==> config.mk <==
export PLATFORM = sky130hd
export DESIGN_NAME = hsc_top
export DESIGN_NICKNAME = d
export VERILOG_FILES = /design/src/hsc_top.v /design/src/hsc_sync.v /design/src/hsc_axil.v
export VERILOG_INCLUDE_DIRS = /design/src
export SDC_FILE = /design/constraint.sdc
export NUM_CORES = 1
export LEC_CHECK = 0
export ABC_AREA = 0
export BUFFER_PORTS_ARGS = -buffer_cell sky130_fd_sc_hd__buf_2
export CAP_MARGIN = 20
export CORE_MARGIN = 4
export CORE_UTILIZATION = 35
export DETAILED_ROUTE_END_ITERATION = 10
export GPL_ROUTABILITY_DRIVEN = 0
export GPL_TIMING_DRIVEN = 0
export PLACE_DENSITY = 0.63
export SLEW_MARGIN = 25
export SYNTH_ARGS = -nofsm -noshare
export SYNTH_HDL_FRONTEND = slang
export SYNTH_HIERARCHICAL = 1
export SYNTH_SLANG_ARGS = --single-unit
==> constraint.sdc <==
create_clock -name clk -period 5.2 [get_ports clk]
set_input_delay 1.04 -clock clk [delete_from_list [all_inputs] [get_ports clk]]
set_output_delay 1.04 -clock clk [all_outputs]
set_load 0.01 [all_outputs]
==> src/hsc_defs.vh <==
// Constants for the host strobe and shift clock block
//
// Function
// - Hardware mode: shared pin level is top bit of template select.
// - Serial mode: output bit changes on falling clock if edge select high, else rising.
// - Serial mode: input bit sampled on rising clock edge always.
// - Intel multiplexed: latch bus bits 4..0 on strobe fall, ignore 7..5.
// - Motorola multiplexed: latch bus bits 4..0 on strobe fall, ignore 7..5.
// - Muxing select low means separate buses, high means shared bus.
// - Style select low means Motorola strobes, high means Intel strobes.
`ifndef HSC_DEFS_VH
`define HSC_DEFS_VH

// ****************************************
// Control modes on the mode pins
// ****************************************
`define HSC_MODE_HW 2'h0
`define HSC_MODE_SER 2'h1
`define HSC_MODE_PAR 2'h2

// ****************************************
// Register offsets
// ****************************************
`define HSC_OFS_TXDATA 4'h0
`define HSC_OFS_RXDATA 4'h4
`define HSC_OFS_STATUS 4'h8
`define HSC_OFS_CTRL 4'hC

// ****************************************
// Reset values and fields
// ****************************************
`define HSC_RST_TXDATA 8'h00
`define HSC_RST_CTRL 1'h1
`define HSC_CTRL_OE_BIT 0
`define HSC_ST_ADDR_LSB 0
`define HSC_ST_TS_BIT 5
`define HSC_ST_MODE_LSB 6
`define HSC_ST_CNT_LSB 8
`define HSC_ADDR_W 5
`define HSC_RESP_OKAY 2'h0
`define HSC_RESP_SLVERR 2'h2

`endif

==> src/hsc_top.v <==
// Shared strobe and shift clock pin logic with its register slave
`timescale 1ns/1ps
`include "hsc_defs.vh"
module hsc_top (
    input wire clk,
    input wire rstn,
    input wire strobe_sclk_pin,
    input wire serial_in_pin,
    input wire device_select_n,
    input wire out_edge_select,
    input wire bus_muxing_select,
    input wire host_style_select,
    input wire [1:0] ctrl_mode_pin,
    input wire [7:0] ad_bus_in,
    output reg serial_out_pin,
    output reg serial_out_oe,
    output reg template_select_msb,
    output reg [4:0] latched_addr,
    output reg addr_latched_pulse,
    input wire [3:0] s_axi_awaddr,
    input wire s_axi_awvalid,
    output wire s_axi_awready,
    input wire [31:0] s_axi_wdata,
    input wire [3:0] s_axi_wstrb,
    input wire s_axi_wvalid,
    output wire s_axi_wready,
    output wire [1:0] s_axi_bresp,
    output wire s_axi_bvalid,
    input wire s_axi_bready,
    input wire [3:0] s_axi_araddr,
    input wire s_axi_arvalid,
    output wire s_axi_arready,
    output wire [31:0] s_axi_rdata,
    output wire [1:0] s_axi_rresp,
    output wire s_axi_rvalid,
    input wire s_axi_rready
);

    // ****************************************
    // Reset release
    // ****************************************
    reg rst_meta_r;
    reg rst_n_r;

    // Reset asserts at once and releases after two edges
    // Release is synchronous so every flop leaves reset on the same edge
    always @(posedge clk or negedge rstn)
    begin
        if (!rstn)
        begin
            rst_meta_r <= 1'b0;
            rst_n_r <= 1'b0;
        end
        else
        begin
            rst_meta_r <= 1'b1;
            rst_n_r <= rst_meta_r;
        end
    end

    // ****************************************
    // Pin synchronisers
    // ****************************************
    wire [7:0] pins_s;
    wire [7:0] ad_s;

    // A level that changes near an edge is seen one cycle later, never split
    // Every pin passes two flops before use
    hsc_sync #(
        .W(8)
    ) u_sync_ctl (
        .clk(clk),
        .rst_n(rst_n_r),
        .d({strobe_sclk_pin, serial_in_pin, device_select_n, out_edge_select,
            bus_muxing_select, host_style_select, ctrl_mode_pin}),
        .q(pins_s)
    );

    // Shared bus lines are sampled the same way
    hsc_sync #(
        .W(8)
    ) u_sync_ad (
        .clk(clk),
        .rst_n(rst_n_r),
        .d(ad_bus_in),
        .q(ad_s)
    );

    wire strobe_s = pins_s[7];
    wire sdi_s = pins_s[6];
    wire cs_n_s = pins_s[5];
    wire oes_s = pins_s[4];
    wire mux_s = pins_s[3];
    wire style_s = pins_s[2];
    wire [1:0] mode_s = pins_s[1:0];

    // ****************************************
    // Synchroniser fill guard
    // ****************************************
    reg [1:0] fill_r;
    reg sync_ok_r;

    // Edges count only once the pin copies hold real levels, not reset zeros
    always @(posedge clk or negedge rst_n_r)
    begin
        if (!rst_n_r)
        begin
            fill_r <= 2'h0;
            sync_ok_r <= 1'b0;
        end
        else
        begin
            fill_r <= {fill_r[0], 1'b1};
            sync_ok_r <= fill_r[1];
        end
    end

    // ****************************************
    // Edge detection
    // ****************************************
    reg strobe_d_r;
    reg cs_n_d_r;

    // Previous levels of the strobe and chip select
    always @(posedge clk or negedge rst_n_r)
    begin
        if (!rst_n_r)
        begin
            strobe_d_r <= 1'b1;
            cs_n_d_r <= 1'b1;
        end
        else
        begin
            strobe_d_r <= strobe_s;
            cs_n_d_r <= cs_n_s;
        end
    end

    // Edge pulses and mode decode; the fill guard hides the false edges
    // that the reset zeros of the synchronisers would otherwise show
    wire clk_rise = sync_ok_r & strobe_s & ~strobe_d_r;
    wire clk_fall = sync_ok_r & ~strobe_s & strobe_d_r;
    wire cs_fall = sync_ok_r & ~cs_n_s & cs_n_d_r;
    wire in_ser = (mode_s == `HSC_MODE_SER);
    wire in_par = (mode_s == `HSC_MODE_PAR);
    wire in_hw = (mode_s == `HSC_MODE_HW);
    wire out_edge = oes_s ? clk_fall : clk_rise;
    wire ser_act = in_ser & ~cs_n_s & sync_ok_r;

    // ****************************************
    // Hardware mode template bit
    // ****************************************
    reg template_select_msb_nxt;

    // Pin level is the top template bit, held otherwise
    always @*
    begin
        template_select_msb_nxt = template_select_msb;
        if (in_hw)
            template_select_msb_nxt = strobe_s;
    end

    always @(posedge clk or negedge rst_n_r)
    begin
        if (!rst_n_r)
            template_select_msb <= 1'b0;
        else
            template_select_msb <= template_select_msb_nxt;
    end

    // ****************************************
    // Multiplexed parallel address latch
    // ****************************************
    reg [7:0] latch_cnt_r;
    wire par_mux = in_par & mux_s;
    // Both host styles latch on the same falling strobe edge
    wire intel_latch = par_mux & style_s & clk_fall;
    wire moto_latch = par_mux & ~style_s & clk_fall;

    // Address holds until the next falling strobe edge in parallel mode with the shared bus
    // Lines 7..5 of the shared bus never reach the latch
    always @(posedge clk or negedge rst_n_r)
    begin
        if (!rst_n_r)
        begin
            latched_addr <= 5'h00;
            addr_latched_pulse <= 1'b0;
            latch_cnt_r <= 8'h00;
        end
        else
        begin
            addr_latched_pulse <= intel_latch | moto_latch;
            if (intel_latch)
                latched_addr <= ad_s[4:0];
            else if (moto_latch)
                latched_addr <= ad_s[4:0];
            if (intel_latch | moto_latch)
                latch_cnt_r <= latch_cnt_r + 8'h01;
        end
    end

    // ****************************************
    // Serial receive
    // ****************************************
    reg [7:0] rx_sh_r;
    reg [2:0] rx_cnt_r;
    reg [7:0] rx_data_r;

    // Input bits enter on the rising shift clock edge only
    // More than eight clocks in a frame wrap into the next received byte
    always @(posedge clk or negedge rst_n_r)
    begin
        if (!rst_n_r)
        begin
            rx_sh_r <= 8'h00;
            rx_cnt_r <= 3'h0;
            rx_data_r <= 8'h00;
        end
        else if (in_ser & cs_fall)
            rx_cnt_r <= 3'h0;
        else if (ser_act & clk_rise)
        begin
            rx_sh_r <= {rx_sh_r[6:0], sdi_s};
            rx_cnt_r <= rx_cnt_r + 3'h1;
            if (rx_cnt_r == 3'h7)
                rx_data_r <= {rx_sh_r[6:0], sdi_s};
        end
    end

    // ****************************************
    // Serial transmit
    // ****************************************
    wire [7:0] tx_data;
    wire oe_en;
    reg [7:0] tx_sh_r;
    reg tx_started_r;

    // Falling mode drives the first bit at select, rising mode at first edge
    // A select fall reloads the shifter, so a cut frame leaves nothing behind
    always @(posedge clk or negedge rst_n_r)
    begin
        if (!rst_n_r)
        begin
            tx_sh_r <= 8'h00;
            tx_started_r <= 1'b0;
            serial_out_pin <= 1'b0;
        end
        else if (in_ser & cs_fall)
        begin
            tx_sh_r <= tx_data;
            tx_started_r <= oes_s;
            if (oes_s)
                serial_out_pin <= tx_data[7];
        end
        else if (ser_act & out_edge)
        begin
            tx_started_r <= 1'b1;
            if (tx_started_r)
            begin
                tx_sh_r <= {tx_sh_r[6:0], 1'b0};
                serial_out_pin <= tx_sh_r[6];
            end
            else
                serial_out_pin <= tx_sh_r[7];
        end
    end

    // Output drives only while selected in serial mode
    always @(posedge clk or negedge rst_n_r)
    begin
        if (!rst_n_r)
            serial_out_oe <= 1'b0;
        else
            serial_out_oe <= ser_act & oe_en;
    end

    // ****************************************
    // Register slave
    // ****************************************
    // Status packs latch count, mode, template bit and latched address
    wire [15:0] status;
    assign status = {latch_cnt_r, mode_s, template_select_msb, latched_addr};

    hsc_axil u_regs (
        .clk(clk),
        .rst_n(rst_n_r),
        .s_axi_awaddr(s_axi_awaddr),
        .s_axi_awvalid(s_axi_awvalid),
        .s_axi_awready(s_axi_awready),
        .s_axi_wdata(s_axi_wdata),
        .s_axi_wstrb(s_axi_wstrb),
        .s_axi_wvalid(s_axi_wvalid),
        .s_axi_wready(s_axi_wready),
        .s_axi_bresp(s_axi_bresp),
        .s_axi_bvalid(s_axi_bvalid),
        .s_axi_bready(s_axi_bready),
        .s_axi_araddr(s_axi_araddr),
        .s_axi_arvalid(s_axi_arvalid),
        .s_axi_arready(s_axi_arready),
        .s_axi_rdata(s_axi_rdata),
        .s_axi_rresp(s_axi_rresp),
        .s_axi_rvalid(s_axi_rvalid),
        .s_axi_rready(s_axi_rready),
        .tx_data_r(tx_data),
        .ctrl_oe_en_r(oe_en),
        .rx_data(rx_data_r),
        .status(status)
    );

endmodule // hsc_top

==> src/hsc_sync.v <==
// Two flip-flop synchroniser for a group of pin levels
`timescale 1ns/1ps
module hsc_sync #(
    parameter W = 1
) (
    input wire clk,
    input wire rst_n,
    input wire [W-1:0] d,
    output reg [W-1:0] q
);
    reg [W-1:0] meta_r;

    // First stage feeds only the second stage
    always @(posedge clk or negedge rst_n)
    begin
        if (!rst_n)
        begin
            meta_r <= {W{1'b0}};
            q <= {W{1'b0}};
        end
        else
        begin
            meta_r <= d;
            q <= meta_r;
        end
    end
endmodule // hsc_sync

==> src/hsc_axil.v <==
// AXI4-Lite slave holding the block's software registers
`timescale 1ns/1ps
`include "hsc_defs.vh"
module hsc_axil (
    input wire clk,
    input wire rst_n,
    input wire [3:0] s_axi_awaddr,
    input wire s_axi_awvalid,
    output reg s_axi_awready,
    input wire [31:0] s_axi_wdata,
    input wire [3:0] s_axi_wstrb,
    input wire s_axi_wvalid,
    output reg s_axi_wready,
    output reg [1:0] s_axi_bresp,
    output reg s_axi_bvalid,
    input wire s_axi_bready,
    input wire [3:0] s_axi_araddr,
    input wire s_axi_arvalid,
    output reg s_axi_arready,
    output reg [31:0] s_axi_rdata,
    output reg [1:0] s_axi_rresp,
    output reg s_axi_rvalid,
    input wire s_axi_rready,
    output reg [7:0] tx_data_r,
    output reg ctrl_oe_en_r,
    input wire [7:0] rx_data,
    input wire [15:0] status
);
    reg [3:0] aw_r;
    reg aw_have_r;
    reg [31:0] w_r;
    reg [3:0] ws_r;
    reg w_have_r;

    // Word offset is mapped when it names one of the four registers
    function hsc_mapped;
        input [3:0] a;
        begin
            hsc_mapped = (a[1:0] == 2'h0);
        end
    endfunction

    // Write side: address and data are taken in either order
    always @(posedge clk or negedge rst_n)
    begin
        if (!rst_n)
        begin
            s_axi_awready <= 1'b1;
            s_axi_wready <= 1'b1;
            s_axi_bvalid <= 1'b0;
            s_axi_bresp <= `HSC_RESP_OKAY;
            aw_r <= 4'h0;
            aw_have_r <= 1'b0;
            w_r <= 32'h00000000;
            ws_r <= 4'h0;
            w_have_r <= 1'b0;
            tx_data_r <= `HSC_RST_TXDATA;
            ctrl_oe_en_r <= `HSC_RST_CTRL;
        end
        else
        begin
            if (s_axi_awvalid && s_axi_awready)
            begin
                aw_r <= s_axi_awaddr;
                aw_have_r <= 1'b1;
                s_axi_awready <= 1'b0;
            end
            if (s_axi_wvalid && s_axi_wready)
            begin
                w_r <= s_axi_wdata;
                ws_r <= s_axi_wstrb;
                w_have_r <= 1'b1;
                s_axi_wready <= 1'b0;
            end
            if (aw_have_r && w_have_r && !s_axi_bvalid)
            begin
                aw_have_r <= 1'b0;
                w_have_r <= 1'b0;
                s_axi_bvalid <= 1'b1;
                s_axi_bresp <= hsc_mapped(aw_r) ? `HSC_RESP_OKAY : `HSC_RESP_SLVERR;
                if (aw_r == `HSC_OFS_TXDATA && ws_r[0])
                    tx_data_r <= w_r[7:0];
                if (aw_r == `HSC_OFS_CTRL && ws_r[0])
                    ctrl_oe_en_r <= w_r[`HSC_CTRL_OE_BIT];
            end
            if (s_axi_bvalid && s_axi_bready)
            begin
                s_axi_bvalid <= 1'b0;
                s_axi_awready <= 1'b1;
                s_axi_wready <= 1'b1;
            end
        end
    end

    // Read side: answer one cycle after the address is taken
    always @(posedge clk or negedge rst_n)
    begin
        if (!rst_n)
        begin
            s_axi_arready <= 1'b1;
            s_axi_rvalid <= 1'b0;
            s_axi_rdata <= 32'h00000000;
            s_axi_rresp <= `HSC_RESP_OKAY;
        end
        else if (s_axi_arvalid && s_axi_arready)
        begin
            s_axi_arready <= 1'b0;
            s_axi_rvalid <= 1'b1;
            s_axi_rresp <= hsc_mapped(s_axi_araddr) ? `HSC_RESP_OKAY : `HSC_RESP_SLVERR;
            case (s_axi_araddr)
                `HSC_OFS_TXDATA: s_axi_rdata <= {24'h000000, tx_data_r};
                `HSC_OFS_RXDATA: s_axi_rdata <= {24'h000000, rx_data};
                `HSC_OFS_STATUS: s_axi_rdata <= {16'h0000, status};
                `HSC_OFS_CTRL: s_axi_rdata <= {31'h0, ctrl_oe_en_r};
                default: s_axi_rdata <= 32'h00000000;
            endcase
        end
        else if (s_axi_rvalid && s_axi_rready)
        begin
            s_axi_rvalid <= 1'b0;
            s_axi_arready <= 1'b1;
        end
    end
endmodule // hsc_axil

# Word level (Yosys, flattened, before mapping)
# Index checks and enable logic that the tools add are counted.
# Widths: inputs -> output; s select.
[op_classes]
n_reduce_logical = 31
muxes = 31
n_eq_ne = 8
add_sub_neg = 2
n_bitwise = 23
[ops]
columns = ["operator", "count"]
rows = [
  ["$pmux 16 s4", 1],
  ["$mux 8", 3],
  ["$mux 1", 21],
  ["$reduce_bool 2->1", 10],
  ["$and 1x1->1", 17],
  ["$eq 4x4->1 const B", 3],
  ["$mux 5", 2],
  ["$reduce_and 2->1", 5],
  ["$logic_and 1x1->1", 9],
  ["$add 8x1->8 const B", 1],
  ["$logic_not 4->1", 2],
  ["$logic_not 2->1", 3],
  ["$mux 3", 2],
  ["$not 1->1", 5],
  ["$eq 4x3->1 const B", 1],
  ["$mux 2", 2],
  ["$add 3x1->3 const B", 1],
  ["$eq 3x3->1 const B", 1],
  ["$reduce_and 3->1", 1],
  ["$eq 2x1->1 const B", 1],
  ["$eq 2x2->1 const B", 1],
  ["$ne 2x1->1 const B", 1],
  ["$logic_not 1->1", 1],
  ["$or 1x1->1", 1],
]
[totals]
register_bits = 142
out_inout_bits = 50

# Depth between registers and ports, before layout
[depth]
depth_word = 7
ltp_mapped = 5

# Hierarchy
# The synthesis kept the hierarchy.
[modules_own_cells]
columns = ["mod", "n_inst", "cells_each", "seq_area_each_um2", "area_per_inst_um2"]
rows = [
  ["hsc_axil", 1, 171, 1181.1, 2128.3],
  ["hsc_top", 1, 158, 1278.7, 2099.5],
  ["hsc_sync", 2, 16, 400.4, 400.4],
]

# Least setup slack after synthesis
# No wires, ideal clock.
[synth_path]
kind = "in2reg"
start = "input port s_axi_araddr[1]"
end = "register u_regs.s_axi_rdata[0]"
required_ps = 5133
slack_ps = 3355
setup_time_ps = 67
path_buffers = 0
t_arrival_ps = 1777
stages = 3
path_cell_list = "or4b_1 -> nand3_1 -> a32o_1"
[synth_via]
elab_chain_len = 2
elab_cells_between_ends = 5
classes_between = "eq/ne (3); mux (1); reduce/logical (1)"
[synth_rtl]
columns = ["element", "line", "rtl"]
rows = [
  ["from (decl)", "hsc_top.v:30", "input wire [3:0] s_axi_araddr,"],
  ["$eq 4x4->1 (tied with other cells)", "hsc_axil.v:110", "case (s_axi_araddr)"],
  ["$pmux 16 s4 (*)", "hsc_axil.v:110", ""],
  ["to (signal assigned)", "hsc_axil.v:111", "`HSC_OFS_TXDATA: s_axi_rdata <= {24'h000000, tx_data_r};"],
  ["to (signal assigned)", "hsc_axil.v:112", "`HSC_OFS_RXDATA: s_axi_rdata <= {24'h000000, rx_data};"],
  ["to (signal assigned)", "hsc_axil.v:113", "`HSC_OFS_STATUS: s_axi_rdata <= {16'h0000, status};"],
  ["to (decl)", "hsc_axil.v:20", "output reg [31:0] s_axi_rdata,"],
]
# Mark *: on every way between the ends. The rest lies on a longest branch, timed or not.
# A chain may end at the register's enable or synchronous reset.

# Worst setup path after layout
[layout_path]
start = "register u_regs.s_axi_arready"
end = "output port s_axi_arready"
[layout_lines]
columns = ["element", "line", "rtl"]
rows = [
  ["from (decl)", "hsc_axil.v:19", "output reg s_axi_arready,"],
  ["from (signal assigned)", "hsc_axil.v:100", "s_axi_arready <= 1'b1;"],
  ["from (signal assigned)", "hsc_axil.v:107", "s_axi_arready <= 1'b0;"],
  ["from (signal assigned)", "hsc_axil.v:121", "s_axi_arready <= 1'b1;"],
  ["to (decl)", "hsc_top.v:32", "output wire s_axi_arready,"],
]
# No word-level cell between the ends.

==> flow_summary_export.csv <==
group,metric,value,unit
grt,grt_pass1_vias,3163,
grt,track_usage,12.58,%
critical_path,crit_path_start_kind,"flip-flop",
synth,synth.cell_area,4828,µm²
routing,wirelength,9189,µm
grt,antenna_found_initial,0,
critical_path,max_stage_delay,0.57,ns
critical_path,cp.depth,1,
grt,grt.overflow.total,0,
floorplanning,rows,42,
pwr,switching_share,24.09,%
floorplanning,ios,117,
grt,grt_max_degree,51,
sta,setup_viol_count_final,0,
cts,cts_root_buffer,"clkbuf_16",
pwr,peakVddDrop,0.2462,mV
routing,firstDrtPassIters,4,
pwr,clkPwrFrac,44.8,%
cts,path_clk_slew,0.05,ns
critical_path,path_cells,"buf_2",
pwr,leakagePower,2.976,nW
synth,ys_warn_count,6,
sta,worst_pin_slew,0.6635,ns
min_path,hp-class,"reg -> reg",
routing,viasPerCell,4.776,
final_layout,post-route-util,45.95,%
placement,hpwlAfterDp,6700,µm
cts,hold_buffers,0,
sta,finalSetupTns,0,ns
floorplanning,start_util,36.03,%
pwr,seqPwrFrac,43.3,%
pwr,powerDensity,466.6,nW/µm²
final_layout,n_antenna_cell,0,
critical_path,path_class,"reg -> out",
cts,postCtsSetupRepairBufs,0,
grt,grt_pass1_wl,15630,µm
floorplanning,die_w,125.5,µm
cts,clockBufferDepth,2,
final_layout,n_fill_cell,1237,
synth,synth_cells,353,
sta,drv_slew,0,
pwr,internal-power,0.002181,W
critical_path,cp.buffers_inverters,1,
synth,avgSynthCellArea,13.68,µm²
routing,ant_nets,0,
routing,drt_iter0_drc,128,
cts,cts_tree,"built",
sta,clock.fmax,0.4641,GHz
pwr,power_switching,0.0006919,W
sta,rsz0062_at_grt,"no",
sta,fin_crit_sh,41.44,%
outcome,run_status,"completed",
final_layout,drive_gt1_share,37.29,%
pwr,comb_power_share,11.9,%
floorplanning,core,13400,µm²
critical_path,critPathMaxFanout,6,
cts,clock-sinks,122,
critical_path,required,4.16,ns
sta,relSlewSlack,55.36,%
min_path,holdPathStages,0,
routing,via_count,3095,
floorplanning,chipHeight,125.5,µm
sta,min_period,2.155,ns
critical_path,end_kind,"output port",
cts,cts_inserted_buffers,17,
sta,finalHoldViolCount,0,
cts,cts_resized,0,
critical_path,crit_slowest_cell,"dfstp_2",
final_layout,syn2layout_area_growth,27.52,%
flow_run,maxCapViolCount,0,
cts,htree_levels,4,
cts,clk_latency,0.41,ns
critical_path,ff2ff_path_depth,5,
placement,portBuffers,67,
sta,fin_worst_skew,0.009576,ns
routing,wire_per_inst,14.18,µm
final_layout,fin_nets,529,
floorplanning,dieArea,15740,µm²
routing,drc,0,
critical_path,cp.arrival,1.11,ns
critical_path,critPathTopFamily,"flip-flops",
-- sequential cells by signal, summed over array words and instances (netlist names), 4 cells and up --
name                cells
u_sync_ctl/meta_r       7
u_regs/tx_data_r        8
latch_cnt_r             8
rx_data_r               8
tx_sh_r                 8
u_sync_ad/q             5
rx_sh_r                 7
u_regs/aw_r             4
u_sync_ad/meta_r        5
u_regs/w_r              8
latched_addr            5
u_sync_ctl/q            7
u_regs/s_axi_rdata     16
-- path summary, 6_finish.rpt --
path / slack, ns / startpoint / end
min in group asynchronous: 0.38 / rst_n_r / u_regs/w_r[0]
max in group asynchronous: 4.13 / rst_n_r / u_regs/s_axi_arready
worst max register to register: 3.37 / u_sync_ctl/q[1] / rx_data_r[3]
worst max-delay path: 3.05 / u_regs/s_axi_arready / s_axi_arready
worst min register to register: 0.34 / u_sync_ctl/meta_r[6] / u_sync_ctl/q[6]
worst min-delay path: 0.34 / u_sync_ctl/meta_r[6] / u_sync_ctl/q[6]
-- metrics by stage --
| step | cells | instance area (µm²) | setup slack (ns) | hold WS [ns] | power, W |
|---|---|---|---|---|---|
| 2_1_floorplan | 371 | 4896 | 1.560 | 0.3312 | 0.001458 |
| 3_3_place_gp | 614 | 5451 | 0.3337 | 0.3315 | 0.001584 |
| 3_5_place_dp | 616 | 5495 | 3.039 | 0.3355 | 0.001607 |
| 4_1_cts | 648 | 6157 | 3.023 | 0.3466 | 0.002916 |
| 5_1_grt | 648 | 6157 | 2.991 | 0.3520 | 0.003013 |
| 6_report | 648 | 6157 | 3.045 | 0.3417 | 0.002873 |
-- cells in the final DEF, fill, tap and decap left out, types with 4 or more instances in the layout --
master     count
dfrtp_1      115
buf_2         70
mux2_2        33
nand2_1       20
conb_1        20
buf_4         20
a21oi_1       17
clkbuf_16     17
mux2_1        15
o22ai_1       14
a22o_1         9
o21ai_1        9
inv_1          7
nor2_1         7
o21ai_0        7
a22oi_1        6
dfstp_2        6
xnor2_1        5
bufinv_16      5
nand3_1        4
a221oi_1       4
-- power groups by stage --
stage,Sequential [W],Clock (W),Combinational (W)
2_1_floorplan,0.00124,0,0.000216
3_3_place_gp,0.00126,0,0.000319
3_5_place_dp,0.00126,0,0.000344
4_1_cts,0.00125,0.00132,0.000347
5_1_grt,0.00127,0.00136,0.000381
6_report,0.00124,0.00129,0.000341
-- cell type report --
| cell class | count | area [µm²] | area share (%) |
|---|---|---|---|
| flip-flops and latches | 122 | 3064 | 49.77 |
| multi-input cells | 216 | 1625 | 26.40 |
| clock buffers | 21 | 470.5 | 7.641 |
| repair buffers | 69 | 375.4 | 6.096 |
| well taps | 176 | 220.2 | 3.577 |
| clock inverters | 11 | 191.4 | 3.109 |
| plain buffers | 26 | 183.9 | 2.987 |
| inverters | 7 | 26.28 | 0.4267 |
-- routing by layer --
| layer | GRT usage (%) | share of wire, % |
|---|---|---|
| met5 | 0 | 0 |
| met2 | 18.53 | 45 |
| met3 | 5.501 | 8.3 |
| met4 | 5.485 | 2.0 |
| met1 | 16.13 | 44 |
No activity file was read; power rests on OpenSTA's default activity.
